<file path="src/pkg/slb_defs.svh">
// shared constants of the lamp bus command responder
`ifndef SLB_DEFS_SVH
`define SLB_DEFS_SVH

// clock and link timing
`define SLB_CLK_HZ        100000000
`define SLB_BAUD          38400
`define SLB_BIT_CYCLES    (`SLB_CLK_HZ / `SLB_BAUD)
`define SLB_GAP_US        1000
`define SLB_GAP_CYCLES    (`SLB_GAP_US * (`SLB_CLK_HZ / 1000000))
`define SLB_HOLD_MS       100
`define SLB_HOLD_CYCLES   (`SLB_HOLD_MS * (`SLB_CLK_HZ / 1000))

// word framing
`define SLB_DATA_BITS     9
`define SLB_ADDR_FLAG     8
`define SLB_PANEL_TOP     8'h10
`define SLB_MAX_SEQ       10
`define SLB_REPLY_LAST    3'h5

// command codes
`define SLB_CMD_PAN_JOG   8'h01
`define SLB_CMD_TILT_JOG  8'h02
`define SLB_CMD_LAMP      8'h0A
`define SLB_CMD_FOCUS     8'h0B
`define SLB_CMD_HOME      8'h0C
`define SLB_CMD_RECORD    8'h0D
`define SLB_CMD_PLAY      8'h0E
`define SLB_CMD_STORE     8'h0F
`define SLB_CMD_PAN_POS   8'h18
`define SLB_CMD_TILT_POS  8'h19

// register byte offsets
`define SLB_REG_CTRL      8'h00
`define SLB_REG_POSITION  8'h04
`define SLB_REG_FLAGS     8'h08
`define SLB_REG_STATE     8'h0C
`define SLB_REG_TARGET    8'h10
`define SLB_REG_JOG       8'h14
`define SLB_REG_ERRORS    8'h18

// reset values
`define SLB_LAMP_ADDR_RST 6'h10
`define SLB_POS_CENTRE    12'h800
`define SLB_SPEED_CENTRE  8'h80

`endif

</file>
<file path="src/pkg/slb_pkg.sv">
// types of the lamp bus command responder
package slb_pkg;

  typedef enum logic [1:0] {
    RX_IDLE  = 2'b00,
    RX_START = 2'b01,
    RX_DATA  = 2'b10,
    RX_STOP  = 2'b11
  } slb_rx_state_t;

  typedef enum logic [0:0] {
    TX_IDLE  = 1'b0,
    TX_SHIFT = 1'b1
  } slb_tx_state_t;

  typedef enum logic [1:0] {
    PH_IDLE    = 2'b00,
    PH_COLLECT = 2'b01,
    PH_EXEC    = 2'b10,
    PH_REPLY   = 2'b11
  } slb_phase_t;

  typedef struct packed {
    logic [1:0]    sync;
    slb_rx_state_t st;
    logic [15:0]   cnt;
    logic [3:0]    bitn;
    logic [8:0]    shift;
    logic          valid;
    logic [8:0]    data;
  } slb_rx_regs_t;

  typedef struct packed {
    slb_tx_state_t st;
    logic [15:0]   cnt;
    logic [3:0]    bitn;
    logic [10:0]   shift;
    logic          txd;
    logic          oe;
  } slb_tx_regs_t;

endpackage

</file>
<file path="src/verilog/slb_word_rx.sv">
// nine-bit word receiver with input synchroniser
`timescale 1ns/1ps
`include "slb_defs.svh"
module slb_word_rx #(
  parameter int BIT_CYCLES = `SLB_BIT_CYCLES
) (
  input  wire logic       clk,
  input  wire logic       reset,
  input  wire logic       rxd,
  output logic            word_valid,
  output logic [8:0]      word_data
);
  import slb_pkg::*;

  slb_rx_regs_t q;
  slb_rx_regs_t next_q;
  logic         line;

  assign line       = q.sync[1];
  assign word_valid = q.valid;
  assign word_data  = q.data;

  //////////////////////////////////////////////////////////////////////////////
  // start bit, nine data bits lsb first, stop bit; a bad stop drops the word
  always_comb begin
    next_q       = q;
    next_q.sync  = {q.sync[0], rxd};
    next_q.valid = 1'b0;
    next_q.cnt   = q.cnt + 16'h0001;
    unique case (q.st)
      RX_IDLE: begin
        next_q.cnt = 16'h0000;
        if (!line) begin
          next_q.st = RX_START;
        end
      end
      RX_START: begin
        // sample mid start bit to reject glitches
        if (q.cnt == 16'(BIT_CYCLES / 2 - 1)) begin
          next_q.cnt  = 16'h0000;
          next_q.bitn = 4'h0;
          next_q.st   = line ? RX_IDLE : RX_DATA;
        end
      end
      RX_DATA: begin
        if (q.cnt == 16'(BIT_CYCLES - 1)) begin
          next_q.cnt   = 16'h0000;
          next_q.shift = {line, q.shift[8:1]};
          next_q.bitn  = q.bitn + 4'h1;
          if (q.bitn == 4'(`SLB_DATA_BITS - 1)) begin
            next_q.st = RX_STOP;
          end
        end
      end
      RX_STOP: begin
        if (q.cnt == 16'(BIT_CYCLES - 1)) begin
          next_q.st = RX_IDLE;
          if (line) begin
            next_q.valid = 1'b1;
            next_q.data  = q.shift;
          end
        end
      end
    endcase
  end

  //////////////////////////////////////////////////////////////////////////////
  always_ff @(posedge clk) begin
    if (reset) begin
      q <= '{sync: 2'h3, st: RX_IDLE, cnt: 16'h0000, bitn: 4'h0,
             shift: 9'h000, valid: 1'b0, data: 9'h000};
    end else begin
      q <= next_q;
    end
  end
endmodule

</file>
<file path="src/verilog/slb_word_tx.sv">
// nine-bit word transmitter driving the shared bus pair
`timescale 1ns/1ps
`include "slb_defs.svh"
module slb_word_tx #(
  parameter int BIT_CYCLES = `SLB_BIT_CYCLES
) (
  input  wire logic       clk,
  input  wire logic       reset,
  input  wire logic       send,
  input  wire logic [8:0] send_data,
  output logic            ready,
  output logic            txd,
  output logic            txd_oe
);
  import slb_pkg::*;

  slb_tx_regs_t q;
  slb_tx_regs_t next_q;

  assign ready  = (q.st == TX_IDLE);
  assign txd    = q.txd;
  assign txd_oe = q.oe;

  //////////////////////////////////////////////////////////////////////////////
  // eleven bit frame, driver enabled only while shifting
  always_comb begin
    next_q = q;
    unique case (q.st)
      TX_IDLE: begin
        next_q.txd = 1'b1;
        next_q.oe  = 1'b0;
        if (send) begin
          next_q.shift = {1'b1, send_data, 1'b0};
          next_q.txd   = 1'b0;
          next_q.oe    = 1'b1;
          next_q.cnt   = 16'h0000;
          next_q.bitn  = 4'h0;
          next_q.st    = TX_SHIFT;
        end
      end
      TX_SHIFT: begin
        next_q.cnt = q.cnt + 16'h0001;
        if (q.cnt == 16'(BIT_CYCLES - 1)) begin
          next_q.cnt   = 16'h0000;
          next_q.shift = {1'b1, q.shift[10:1]};
          next_q.txd   = q.shift[1];
          next_q.bitn  = q.bitn + 4'h1;
          if (q.bitn == 4'(`SLB_DATA_BITS + 1)) begin
            next_q.st  = TX_IDLE;
            next_q.txd = 1'b1;
            next_q.oe  = 1'b0;
          end
        end
      end
    endcase
  end

  //////////////////////////////////////////////////////////////////////////////
  always_ff @(posedge clk) begin
    if (reset) begin
      q <= '{st: TX_IDLE, cnt: 16'h0000, bitn: 4'h0, shift: 11'h7FF,
             txd: 1'b1, oe: 1'b0};
    end else begin
      q <= next_q;
    end
  end
endmodule

</file>
<file path="src/verilog/slb_responder.sv">
// lamp side command interpreter and status responder with apb registers
//
// Implementation choices: the register offsets and the APB interface to the registers.
`timescale 1ns/1ps
`include "slb_defs.svh"
//
// Function
// - lamp command toggles lamp on state
// - focus runs only while command repeats
// - one home command drives to home
// - record command toggles recording
// - play toggles replay; joystick ends replay
// - store home saves present position
// - accept at most ten bytes per sequence
// - checksum is address plus command bytes
// - pan position sets absolute pan target
// - tilt position sets absolute tilt target
// - position low byte first, high nibble
// - own poll answers six bytes in order
// - reply starts and continues within 1 ms
// - pan and tilt twelve bits, centre 2048
// - status byte bits as defined
// - reply checksum is address plus bytes
// - joystick motion only while repeated
// - eleven bit frame, lsb first
// - bit 8 marks address words
// - fixed 38.4 kilobaud link
module slb_responder #(
  parameter int BIT_CYCLES  = `SLB_BIT_CYCLES,
  parameter int GAP_CYCLES  = `SLB_GAP_CYCLES,
  parameter int HOLD_CYCLES = `SLB_HOLD_CYCLES
) (
  input  wire logic        SYS_CLK,
  input  wire logic        RESET,
  input  wire logic        PSEL,
  input  wire logic        PENABLE,
  input  wire logic        PWRITE,
  input  wire logic [7:0]  PADDR,
  input  wire logic [31:0] PWDATA,
  output logic [31:0]      PRDATA,
  output logic             PREADY,
  output logic             PSLVERR,
  input  wire logic        BUS_RXD,
  output logic             BUS_TXD,
  output logic             BUS_TXD_OE,
  output logic             LAMP_ON,
  output logic             FOCUS_RUN,
  output logic             RECORDING,
  output logic             PLAYING,
  output logic             HOMING
);
  import slb_pkg::*;

  typedef struct packed {
    slb_phase_t      phase;
    logic            panel_slot;
    logic            pend;
    logic            ovf;
    logic [3:0]      n;
    logic [8:0][7:0] buff;
    logic [7:0]      sum;
    logic [31:0]     gap;
    logic [3:0]      ip;
    logic [2:0]      rix;
    logic [7:0]      rsum;
    logic            tx_go;
    logic [8:0]      tx_word;
    logic            lamp_on;
    logic            recording;
    logic            playing;
    logic            homing;
    logic [31:0]     focus_t;
    logic [31:0]     pan_jog_t;
    logic [31:0]     tilt_jog_t;
    logic [7:0]      pan_spd;
    logic [7:0]      tilt_spd;
    logic [11:0]     pan_tgt;
    logic [11:0]     tilt_tgt;
    logic [11:0]     home_pan;
    logic [11:0]     home_tilt;
    logic [5:0]      lamp_addr;
    logic [11:0]     pos_pan;
    logic [11:0]     pos_tilt;
    logic            pan_lim;
    logic            tilt_lim;
    logic            hot;
    logic [15:0]     err_cnt;
    logic [31:0]     prdata;
  } slb_top_regs_t;

  slb_top_regs_t q;
  slb_top_regs_t next_q;
  logic          rx_valid;
  logic [8:0]    rx_word;
  logic          tx_ready;
  logic [7:0]    own;
  logic [7:0]    status;
  logic [7:0]    code;
  logic [7:0]    arg1;
  logic [7:0]    arg2;
  logic [7:0]    last;
  logic          wr;
  logic          mapped;

  //////////////////////////////////////////////////////////////////////////////
  // serial word engines on the shared bus pair
  slb_word_rx #(.BIT_CYCLES(BIT_CYCLES)) u_rx (
    .clk        (SYS_CLK),
    .reset      (RESET),
    .rxd        (BUS_RXD),
    .word_valid (rx_valid),
    .word_data  (rx_word)
  );

  slb_word_tx #(.BIT_CYCLES(BIT_CYCLES)) u_tx (
    .clk       (SYS_CLK),
    .reset     (RESET),
    .send      (q.tx_go),
    .send_data (q.tx_word),
    .ready     (tx_ready),
    .txd       (BUS_TXD),
    .txd_oe    (BUS_TXD_OE)
  );

  //////////////////////////////////////////////////////////////////////////////
  // derived views of the state
  assign own    = {2'b00, q.lamp_addr};
  assign status = {1'b0, q.homing, q.hot, q.playing, q.recording,
                   q.tilt_lim, q.pan_lim, q.lamp_on};
  assign code   = q.buff[q.ip];
  assign arg1   = q.buff[4'(q.ip + 4'h1)];
  assign arg2   = q.buff[4'(q.ip + 4'h2)];
  assign last   = q.buff[4'(q.n - 4'h1)];
  assign wr     = PSEL && PENABLE && PWRITE;
  assign mapped = (PADDR <= `SLB_REG_ERRORS) && (PADDR[1:0] == 2'b00);

  // zero wait state slave; unmapped or misaligned words answer with an error
  assign PREADY    = 1'b1;
  assign PSLVERR   = PSEL && PENABLE && !mapped;
  assign PRDATA    = q.prdata;
  assign LAMP_ON   = q.lamp_on;
  assign FOCUS_RUN = (q.focus_t != 32'h0000_0000);
  assign RECORDING = q.recording;
  assign PLAYING   = q.playing;
  assign HOMING    = q.homing;

  //////////////////////////////////////////////////////////////////////////////
  // next state of the whole block
  always_comb begin
    next_q       = q;
    next_q.tx_go = 1'b0;

    // hold timers let focus and joystick motion lapse once repeats stop
    if (q.focus_t != 32'h0000_0000) next_q.focus_t = q.focus_t - 32'h1;
    if (q.pan_jog_t != 32'h0000_0000) next_q.pan_jog_t = q.pan_jog_t - 32'h1;
    if (q.tilt_jog_t != 32'h0000_0000) next_q.tilt_jog_t = q.tilt_jog_t - 32'h1;

    // homing ends when the reported position reaches the stored home
    if (q.homing && q.pos_pan == q.home_pan && q.pos_tilt == q.home_tilt) begin
      next_q.homing = 1'b0;
    end

    // apb register writes in the access cycle, read data capture in the setup cycle
    if (wr) begin
      unique case (PADDR)
        `SLB_REG_CTRL: next_q.lamp_addr = PWDATA[5:0];
        `SLB_REG_POSITION: begin
          next_q.pos_pan  = PWDATA[11:0];
          next_q.pos_tilt = PWDATA[27:16];
        end
        `SLB_REG_FLAGS: begin
          next_q.pan_lim  = PWDATA[0];
          next_q.tilt_lim = PWDATA[1];
          next_q.hot      = PWDATA[2];
        end
        default: ;
      endcase
    end
    if (PSEL && !PENABLE) begin
      unique case (PADDR)
        `SLB_REG_CTRL:     next_q.prdata = {26'h0, q.lamp_addr};
        `SLB_REG_POSITION: next_q.prdata = {4'h0, q.pos_tilt, 4'h0, q.pos_pan};
        `SLB_REG_FLAGS:    next_q.prdata = {29'h0, q.hot, q.tilt_lim, q.pan_lim};
        `SLB_REG_STATE:    next_q.prdata = {21'h0, q.tilt_jog_t != 32'h0,
                                            q.pan_jog_t != 32'h0, FOCUS_RUN, status};
        `SLB_REG_TARGET:   next_q.prdata = {4'h0, q.tilt_tgt, 4'h0, q.pan_tgt};
        `SLB_REG_JOG:      next_q.prdata = {16'h0, q.tilt_spd, q.pan_spd};
        `SLB_REG_ERRORS:   next_q.prdata = {16'h0, q.err_cnt};
        default:           next_q.prdata = 32'h0000_0000;
      endcase
    end

    // sequence phases
    unique case (q.phase)
      PH_IDLE: begin
        if (q.pend) begin
          next_q.pend  = 1'b0;
          next_q.phase = PH_REPLY;
          next_q.rix   = 3'h0;
          next_q.rsum  = own;
        end
      end
      PH_COLLECT: begin
        next_q.gap = q.gap + 32'h1;
        if (rx_valid && !rx_word[`SLB_ADDR_FLAG]) begin
          next_q.gap = 32'h0000_0000;
          if (q.n == 4'(`SLB_MAX_SEQ - 1)) begin
            next_q.ovf = 1'b1;
          end else begin
            next_q.buff[q.n] = rx_word[7:0];
            next_q.n         = q.n + 4'h1;
            next_q.sum       = q.sum + rx_word[7:0];
          end
        end
        // an address word or a silent gap closes the sequence
        if ((rx_valid && rx_word[`SLB_ADDR_FLAG]) || q.gap == 32'(GAP_CYCLES - 1)) begin
          if (!q.ovf && q.n >= 4'h2 && (q.sum - last) == last) begin
            next_q.phase = PH_EXEC;
            next_q.ip    = 4'h0;
          end else begin
            next_q.phase   = PH_IDLE;
            next_q.err_cnt = q.err_cnt + 16'h0001;
          end
        end
      end
      PH_EXEC: begin
        next_q.ip = q.ip + 4'h1;
        if (q.ip >= 4'(q.n - 4'h1)) begin
          next_q.phase = PH_IDLE;
        end else begin
          case (code)
            `SLB_CMD_PAN_JOG, `SLB_CMD_TILT_JOG: begin
              if (4'(q.ip + 4'h1) >= 4'(q.n - 4'h1)) begin
                next_q.phase = PH_IDLE;
              end else begin
                next_q.ip      = q.ip + 4'h2;
                next_q.playing = 1'b0;
                next_q.homing  = 1'b0;
                if (code == `SLB_CMD_PAN_JOG) begin
                  next_q.pan_spd   = arg1;
                  next_q.pan_jog_t = 32'(HOLD_CYCLES);
                end else begin
                  next_q.tilt_spd   = arg1;
                  next_q.tilt_jog_t = 32'(HOLD_CYCLES);
                end
              end
            end
            `SLB_CMD_LAMP:   next_q.lamp_on   = !q.lamp_on;
            `SLB_CMD_FOCUS:  next_q.focus_t   = 32'(HOLD_CYCLES);
            `SLB_CMD_RECORD: next_q.recording = !q.recording;
            `SLB_CMD_PLAY:   next_q.playing   = !q.playing;
            `SLB_CMD_HOME: begin
              next_q.homing   = 1'b1;
              next_q.pan_tgt  = q.home_pan;
              next_q.tilt_tgt = q.home_tilt;
            end
            `SLB_CMD_STORE: begin
              next_q.home_pan  = q.pos_pan;
              next_q.home_tilt = q.pos_tilt;
            end
            `SLB_CMD_PAN_POS, `SLB_CMD_TILT_POS: begin
              if (4'(q.ip + 4'h2) >= 4'(q.n - 4'h1)) begin
                next_q.phase = PH_IDLE;
              end else begin
                next_q.ip     = q.ip + 4'h3;
                next_q.homing = 1'b0;
                if (code == `SLB_CMD_PAN_POS) begin
                  next_q.pan_tgt = {arg2[3:0], arg1};
                end else begin
                  next_q.tilt_tgt = {arg2[3:0], arg1};
                end
              end
            end
            // an unknown code hides the length of what follows, so stop
            default: next_q.phase = PH_IDLE;
          endcase
        end
      end
      PH_REPLY: begin
        if (tx_ready && !q.tx_go) begin
          next_q.tx_go = 1'b1;
          case (q.rix)
            3'h0:    next_q.tx_word = {1'b0, q.pos_pan[7:0]};
            3'h1:    next_q.tx_word = {5'h00, q.pos_pan[11:8]};
            3'h2:    next_q.tx_word = {1'b0, q.pos_tilt[7:0]};
            3'h3:    next_q.tx_word = {5'h00, q.pos_tilt[11:8]};
            3'h4:    next_q.tx_word = {1'b0, status};
            default: next_q.tx_word = {1'b0, q.rsum};
          endcase
          next_q.rsum = q.rsum + next_q.tx_word[7:0];
          next_q.rix  = q.rix + 3'h1;
          if (q.rix == `SLB_REPLY_LAST) begin
            next_q.phase = PH_IDLE;
          end
        end
      end
    endcase

    // address words: panel slots arm a command header, otherwise a poll;
    // our own echo is harmless because reply words carry bit 8 clear; address words, like data words, are ignored while replying
    if (rx_valid && rx_word[`SLB_ADDR_FLAG] && q.phase != PH_REPLY) begin
      if (rx_word[7:0] < `SLB_PANEL_TOP) begin
        next_q.panel_slot = 1'b1;
      end else begin
        next_q.panel_slot = 1'b0;
        if (rx_word[7:0] == own) begin
          if (q.panel_slot) begin
            if (q.phase == PH_IDLE && !q.pend) begin
              next_q.phase = PH_COLLECT;
              next_q.n     = 4'h0;
              next_q.ovf   = 1'b0;
              next_q.gap   = 32'h0000_0000;
              next_q.sum   = rx_word[7:0];
            end
          end else begin
            next_q.pend = 1'b1;
          end
        end
      end
    end
  end

  //////////////////////////////////////////////////////////////////////////////
  always_ff @(posedge SYS_CLK) begin
    if (RESET) begin
      q           <= '0;
      q.phase     <= PH_IDLE;
      q.pan_spd   <= `SLB_SPEED_CENTRE;
      q.tilt_spd  <= `SLB_SPEED_CENTRE;
      q.pan_tgt   <= `SLB_POS_CENTRE;
      q.tilt_tgt  <= `SLB_POS_CENTRE;
      q.home_pan  <= `SLB_POS_CENTRE;
      q.home_tilt <= `SLB_POS_CENTRE;
      q.pos_pan   <= `SLB_POS_CENTRE;
      q.pos_tilt  <= `SLB_POS_CENTRE;
      q.lamp_addr <= `SLB_LAMP_ADDR_RST;
      q.tx_word   <= 9'h000;
    end else begin
      q <= next_q;
    end
  end
endmodule

</file>
<file path="config.mk">
export PLATFORM = sky130hd
export DESIGN_NAME = slb_responder
export DESIGN_NICKNAME = d
export VERILOG_FILES = /design/src/pkg/slb_pkg.sv /design/src/verilog/slb_word_rx.sv /design/src/verilog/slb_word_tx.sv /design/src/verilog/slb_responder.sv
export VERILOG_INCLUDE_DIRS = /design/src /design/src/pkg
export SDC_FILE = /design/constraint.sdc
export NUM_CORES = 1
export LEC_CHECK = 0
export BUFFER_PORTS_ARGS = -buffer_cell sky130_fd_sc_hd__buf_4
export CAP_MARGIN = 10
export CORE_UTILIZATION = 62
export CTS_CLUSTER_DIAMETER = 60
export DETAILED_ROUTE_END_ITERATION = 7
export GPL_ROUTABILITY_DRIVEN = 0
export GPL_TIMING_DRIVEN = 0
export PLACE_DENSITY = 0.8
export SLEW_MARGIN = 30
export SYNTH_ARGS = -nofsm -noshare
export SYNTH_HDL_FRONTEND = slang
export SYNTH_HIERARCHICAL = 1
export SYNTH_SLANG_ARGS = --single-unit
export TNS_END_PERCENT = 5
</file>
<file path="constraint.sdc">
create_clock -name SYS_CLK -period 5.8 [get_ports SYS_CLK]
set_clock_uncertainty 0.05 [all_clocks]
set_input_delay 0.58 -clock SYS_CLK [delete_from_list [all_inputs] [get_ports SYS_CLK]]
set_output_delay 0.58 -clock SYS_CLK [all_outputs]
set_load 0.01 [all_outputs]
</file>
* After elaboration in Yosys (flattened, before gate mapping)
Index checks and enable logic that the tools add are counted.
** Storage, ports and cells
- Flip-flop bits (word level) :: 468
- Output and inout bits :: 41
- Logic and storage cells :: 307
** Cells by class
- Add/sub/neg operators :: 18
- Magnitude comparators :: 12
- Equality and inequality tests :: 55
- Mux-type cells :: 93
- Bitwise gates (word level) :: 9
- Reductions and logical operators :: 65
** Operators with widths (number)
- 161-bit two-way mux :: 2
- 117-bit two-way mux :: 2
- 40-bit two-way mux :: 5
- 28-bit case mux with 7 select lines :: 1
- 32-bit two-way mux :: 6
- 80-bit two-way mux :: 2
- 8-bit binary-select mux with 4-bit select :: 4
- 32-bit nonzero test :: 3
- 32-bit by 1-bit subtractor with 32-bit output (second input constant) :: 3
- 84-bit two-way mux :: 1
- 72-bit bitwise mux :: 1
- 34-bit two-way mux :: 2
- 34-bit case mux with 2 select lines :: 1
- 8-bit by 4-bit equality test with 1-bit output (second input constant) :: 8
- 16-bit by 1-bit adder with 16-bit output (second input constant) :: 3
- 24-bit two-way mux :: 2
- 8-bit two-way mux :: 6
- 16-bit case mux with 3 select lines :: 1
- 24-bit case mux with 2 select lines :: 1
- 8-bit by 5-bit equality test with 1-bit output (second input constant) :: 5
- 8-bit case mux with 5 select lines :: 1
- 2-bit two-way mux :: 18
- 32-bit by 1-bit adder with 32-bit output (second input constant) :: 1
- 8-bit demux with 4-bit select :: 1
- 61 further kinds :: 172

* Depth between registers and ports, before layout
- Word-level depth :: 14
- Gate-level depth with buffers :: 23
- Mapped depth without buffers :: 20

* Cells and area by module
The synthesis kept the hierarchy.
** Modules (own cells, without submodules)
- slb_responder :: times used 1, cells each 2442, area each 20639.8 um^2, sequential area each 7727.4 um^2
- slb_word_rx :: times used 1, cells each 204, area each 1935.6 um^2, sequential area each 860.8 um^2
- slb_word_tx :: times used 1, cells each 191, area each 1681.6 um^2, sequential area each 660.6 um^2

* Worst setup path after synthesis
No wires, ideal clock.
- Kind :: reg-to-reg
- Start point :: reg q[382] (netlist name)
- End point :: reg q[41] (netlist name)
- Arrival time :: 4.933 ns
- Required time :: 5.680 ns
- Setup slack :: 0.747 ns
- Stages on the path, launching flop included :: 21
- Path buffers :: 2
- Cell sequence :: dfxtp_1 > inv_2 > ha_1 > buf_2 > buf_2 > mux4_2 > mux2i_1 > nor2_1 > o21bai_1 > ha_1 > inv_1 > fa_1 > a211o_1 > and3_1 > or2_2 > a41o_1 > o21ai_0 > a32oi_1 > a311o_2 > or4_1 > a21oi_1
** On the way
- Longest elaborated chain between the ends :: 8
- Elaborated cells on any way between the ends :: 10
** Ends and longest elaborated chain
- start: declaration :: RTL line slb_responder.sv:91 : slb_top_regs_t q;
- start signal: assignment :: RTL line slb_responder.sv:339 : q <= next_q;
- 4-bit by 1-bit subtractor with 4-bit output :: RTL line slb_responder.sv:133 : assign last = q.buff[4'(q.n - 4'h1)];
- 8-bit binary-select mux with 4-bit select :: RTL line slb_responder.sv:133
- 8-bit two-way mux (implied by the code) :: RTL line slb_responder.sv:133
- 8-bit subtractor :: RTL line slb_responder.sv:217 : if (!q.ovf && q.n >= 4'h2 && (q.sum - last) == last) begin
- 8-bit equality test :: RTL line slb_responder.sv:217
- 1-bit logical AND * :: RTL line slb_responder.sv:217
- 1-bit inverter (no source line) *
- 3-bit AND reduction (no source line) *
Mark *: on every way between the ends. The rest lies on a longest branch, timed or not. The select of a mux whose other input is x is not followed.
A chain may end at the register's enable or synchronous reset.

* Worst setup path in the final report
- Start point :: reg q[382] (netlist name)
- End point :: reg q[39] (netlist name)
The elaborated chain is that of the path after synthesis.

==> run metrics <==
status=finished, violations left; failing checks=design-rule violations; flop-to-flop setup slack=0.26 ns; ys async rst share=0; Ports=between 80 and 90; die area=about 40000 um^2; setup bufs post-CTS=0; Max clock buf depth=3; worst hold stages=2; CP max stage delay=approximately 0.52 ns; layout cells sized above 1=0.110; Synth Area in Simple Gates=0.230; worst vdd ir=between 0.2 and 0.3 mV; Worst Path Max Fanout=12; vias=~22000; first-pass iteration count of the detailed router=8; clock latency on the worst-skew pair=slightly above 0.6 ns; Final period util=0.954; Synth cell types=about 100; Post-CTS Hold Buffers=0; max-cap viol count=0; pwr/cell area=about 320 nW/um^2; Ys Warns=6; fin crit period=between 5 and 6 ns; initial antenna violation count=1; Crit path top cell by count=buf_6; critical path depth=22; Vias/cell=about 6.3; num rows=about 70; commonest non-fill, non-tap cell in the layout=dfxtp_1; Die Height=approximately 200 um; Tot GR Track Use=0.353; cell count after synthesis=about 2800; drt total wl=a little over 70 mm; P_leak=between 9 and 10 nW; Inserted Diodes=0; Hold Slack=between 0.1 and 0.15 ns; top_reg_cell synth=dfxtp_1; area of the core=approximately 39000 um^2; crit path launch=q[382]; crit path launch type=flip-flop; TNS Setup=0 ns; WP data required=approximately 6.3 ns; global-route wire length before repair=110 mm; TritonCTS clock tree=yes; Synth Area per Inst=around 8.6 um^2; Worst setup EP type=flip-flop; worst setup path end=q[39]; largest net degree at the start of global routing=15; starting density of the core=0.628; mux cell area share after synthesis=0.0925; Setup Viol. Count Final=0; CP Cell Sequence=inv_6, ha_2, xor2_4, inv_2, buf_6, mux4_2, mux2i_1, nor2_1, o21bai_1, ha_1, inv_1, fa_1, a211o_1, and3_1, or2_2, a41o_1, o21ai_1, a32oi_2, a311o_2, buf_6, or3_1, a21oi_1; cts bufs inserted=50; R2R Path Start=q[382]; Compound-Gate Fraction of Synth Area=0.137; vias in the first global route=approximately 21000; CP delay by family, top=compound AO/OA/AOI/OAI gates; grt total ovfl=0; DRC Markers=24; multi-input combinational cell area=about 14000 um^2; fillers=~3000; adder-cell share of the synthesized area=0.0353; Iteration-0 DRC Markers=about 2600; CP Data Arrival Time=roughly 6.0 ns; largest family of logic cells by synthesized area=simple AND/OR/NAND/NOR gates; worst reg2reg path endpoint=q[39]; Die Width=around 200 um; CP max stage cell=a311o_2; Critical path buffers and inverters=5; H-tree Lvls=2; Reg clk slew, reported paths=approximately 0.06 ns; Fin. Hold Viols=0; clk root buf=clkbuf_16; area of the mapped netlist=between 20000 and 25000 um^2; XOR/XNOR share of the synthesized area=0.0689; R2R cell count=22; Layout area overhead=12.3%; port buffer count=71; Slew Viols, Final=0; Net count, final=roughly 3100; Final ANT Viol Nets=0; unrepaired setup endpoints after global routing=no; synthesized flop and latch total=462; DR WL/cell=around 20 um; detailed placer's ending HPWL=about 52 mm; FMAX=~180 MHz; Post-synth EDFFs=0; post-route cell area=between 20000 and 30000 um^2; Tightest Hold Check Type=input port to flip-flop; commonest cells after routing, fill and taps aside=dfxtp_1 (460), nor2_1 (416), nand2_1 (267); sequential element share of the synthesized area=0.381; Sink Count=~460; slew of the pin with the lowest slew margin=around 1.0 ns; Setup CP Type=flip-flop to flip-flop; Register Area=9250 um^2; Post-DP Area=between 20000 and 30000 um^2; Rel. slew slack=0.298
==> kinds of logic after synthesis <==
kind of cell,after synthesis
simple gates,1153
xor+xnor,190
compound gates,506
fa+ha+maj,67
mux,180
flops,462
buf+inv,277
other cells,2
==> worst min-delay path by stage <==
stage	startpoint	endpoint	slack, ns
CTS	BUS_RXD	u_rx/next_q[42]	0.10
finish	BUS_RXD	u_rx/next_q[42]	0.11
global placement	u_rx/next_q[42]	u_rx/line	0.34
detailed placement	u_rx/next_q[42]	u_rx/line	0.34
global route	BUS_RXD	u_rx/next_q[42]	0.11
floorplan	u_rx/next_q[42]	u_rx/line	0.34
==> synthesized netlist by cell type (17+ instances only) <==
cell type	instances	area [um^2]
a211oi_1	34	255
a21oi_1	200	1000
a221oi_1	29	254
a22oi_1	31	233
a31oi_1	32	200
and3_1	17	106
buf_2	27	135
buf_4	49	368
clkbuf_1	105	394
dfxtp_1	462	9250
ha_1	62	776
inv_1	78	293
mux2i_1	142	1420
mux4_2	34	766
nand2_1	267	1000
nand2b_1	19	119
nand3_1	94	470
nand3b_1	19	143
nand4_1	37	231
nor2_1	416	1560
nor2b_1	27	169
nor3_1	82	410
nor4_1	32	200
o21ai_0	40	200
or3_1	33	206
or4_1	21	158
xnor2_1	115	1010
xor2_1	74	648
==> through the flow <==
| stage | power, mW | util | cells | setup slack, ns |
|---|---|---|---|---|
| 5_1_grt | 9.27 | 0.705 | 3520 | 0.0106 |
| 3_3_place_gp | 5.50 | 0.659 | 3430 | -0.404 |
| 6_report | 8.85 | 0.705 | 3520 | 0.264 |
| 4_1_cts | 8.86 | 0.703 | 3520 | 0.0585 |
| 3_5_place_dp | 5.60 | 0.659 | 3430 | -0.498 |
| 2_1_floorplan | 5.18 | - | 2841 | 0.747 |
==> metal layers <==
metal | global-route usage | vias to the layer above | share of wire
met1 | 0.447 | 10400 | 0.39
met5 | 0 | - | 0
met4 | 0.187 | 0 | 0.059
li1 | - | 10300 | -
met2 | 0.559 | 1180 | 0.44
met3 | 0.0850 | 315 | 0.11
==> power breakdown <==
part / leakage (nW) / total, mW / switching (mW) / internal, mW
Sequential: 3.74 / 3.73 / 0.257 / 3.47
Combinational: 5.40 / 1.85 / 1.05 / 0.799
Clock: 0.832 / 3.27 / 1.35 / 1.92
==> layout make-up <==
cell class                      count  area share
Multi-Input combinational cell   2102       0.505
Buffer                            196      0.0380
Inverter                           81      0.0113
Clock buffer                       70      0.0531
Tap cell                          518      0.0238
Clock inverter                     20     0.00905
Timing Repair Buffer               71      0.0196
Sequential cell                   462       0.340
==> repair_timing <==
action                                  CTS  global route
gates cloned                              0             0
pin swaps                                 0             2
gates resized for setup                   5            13
endpoints found under the setup margin   20            17
Note: power is estimated with default switching activity, not from simulation.
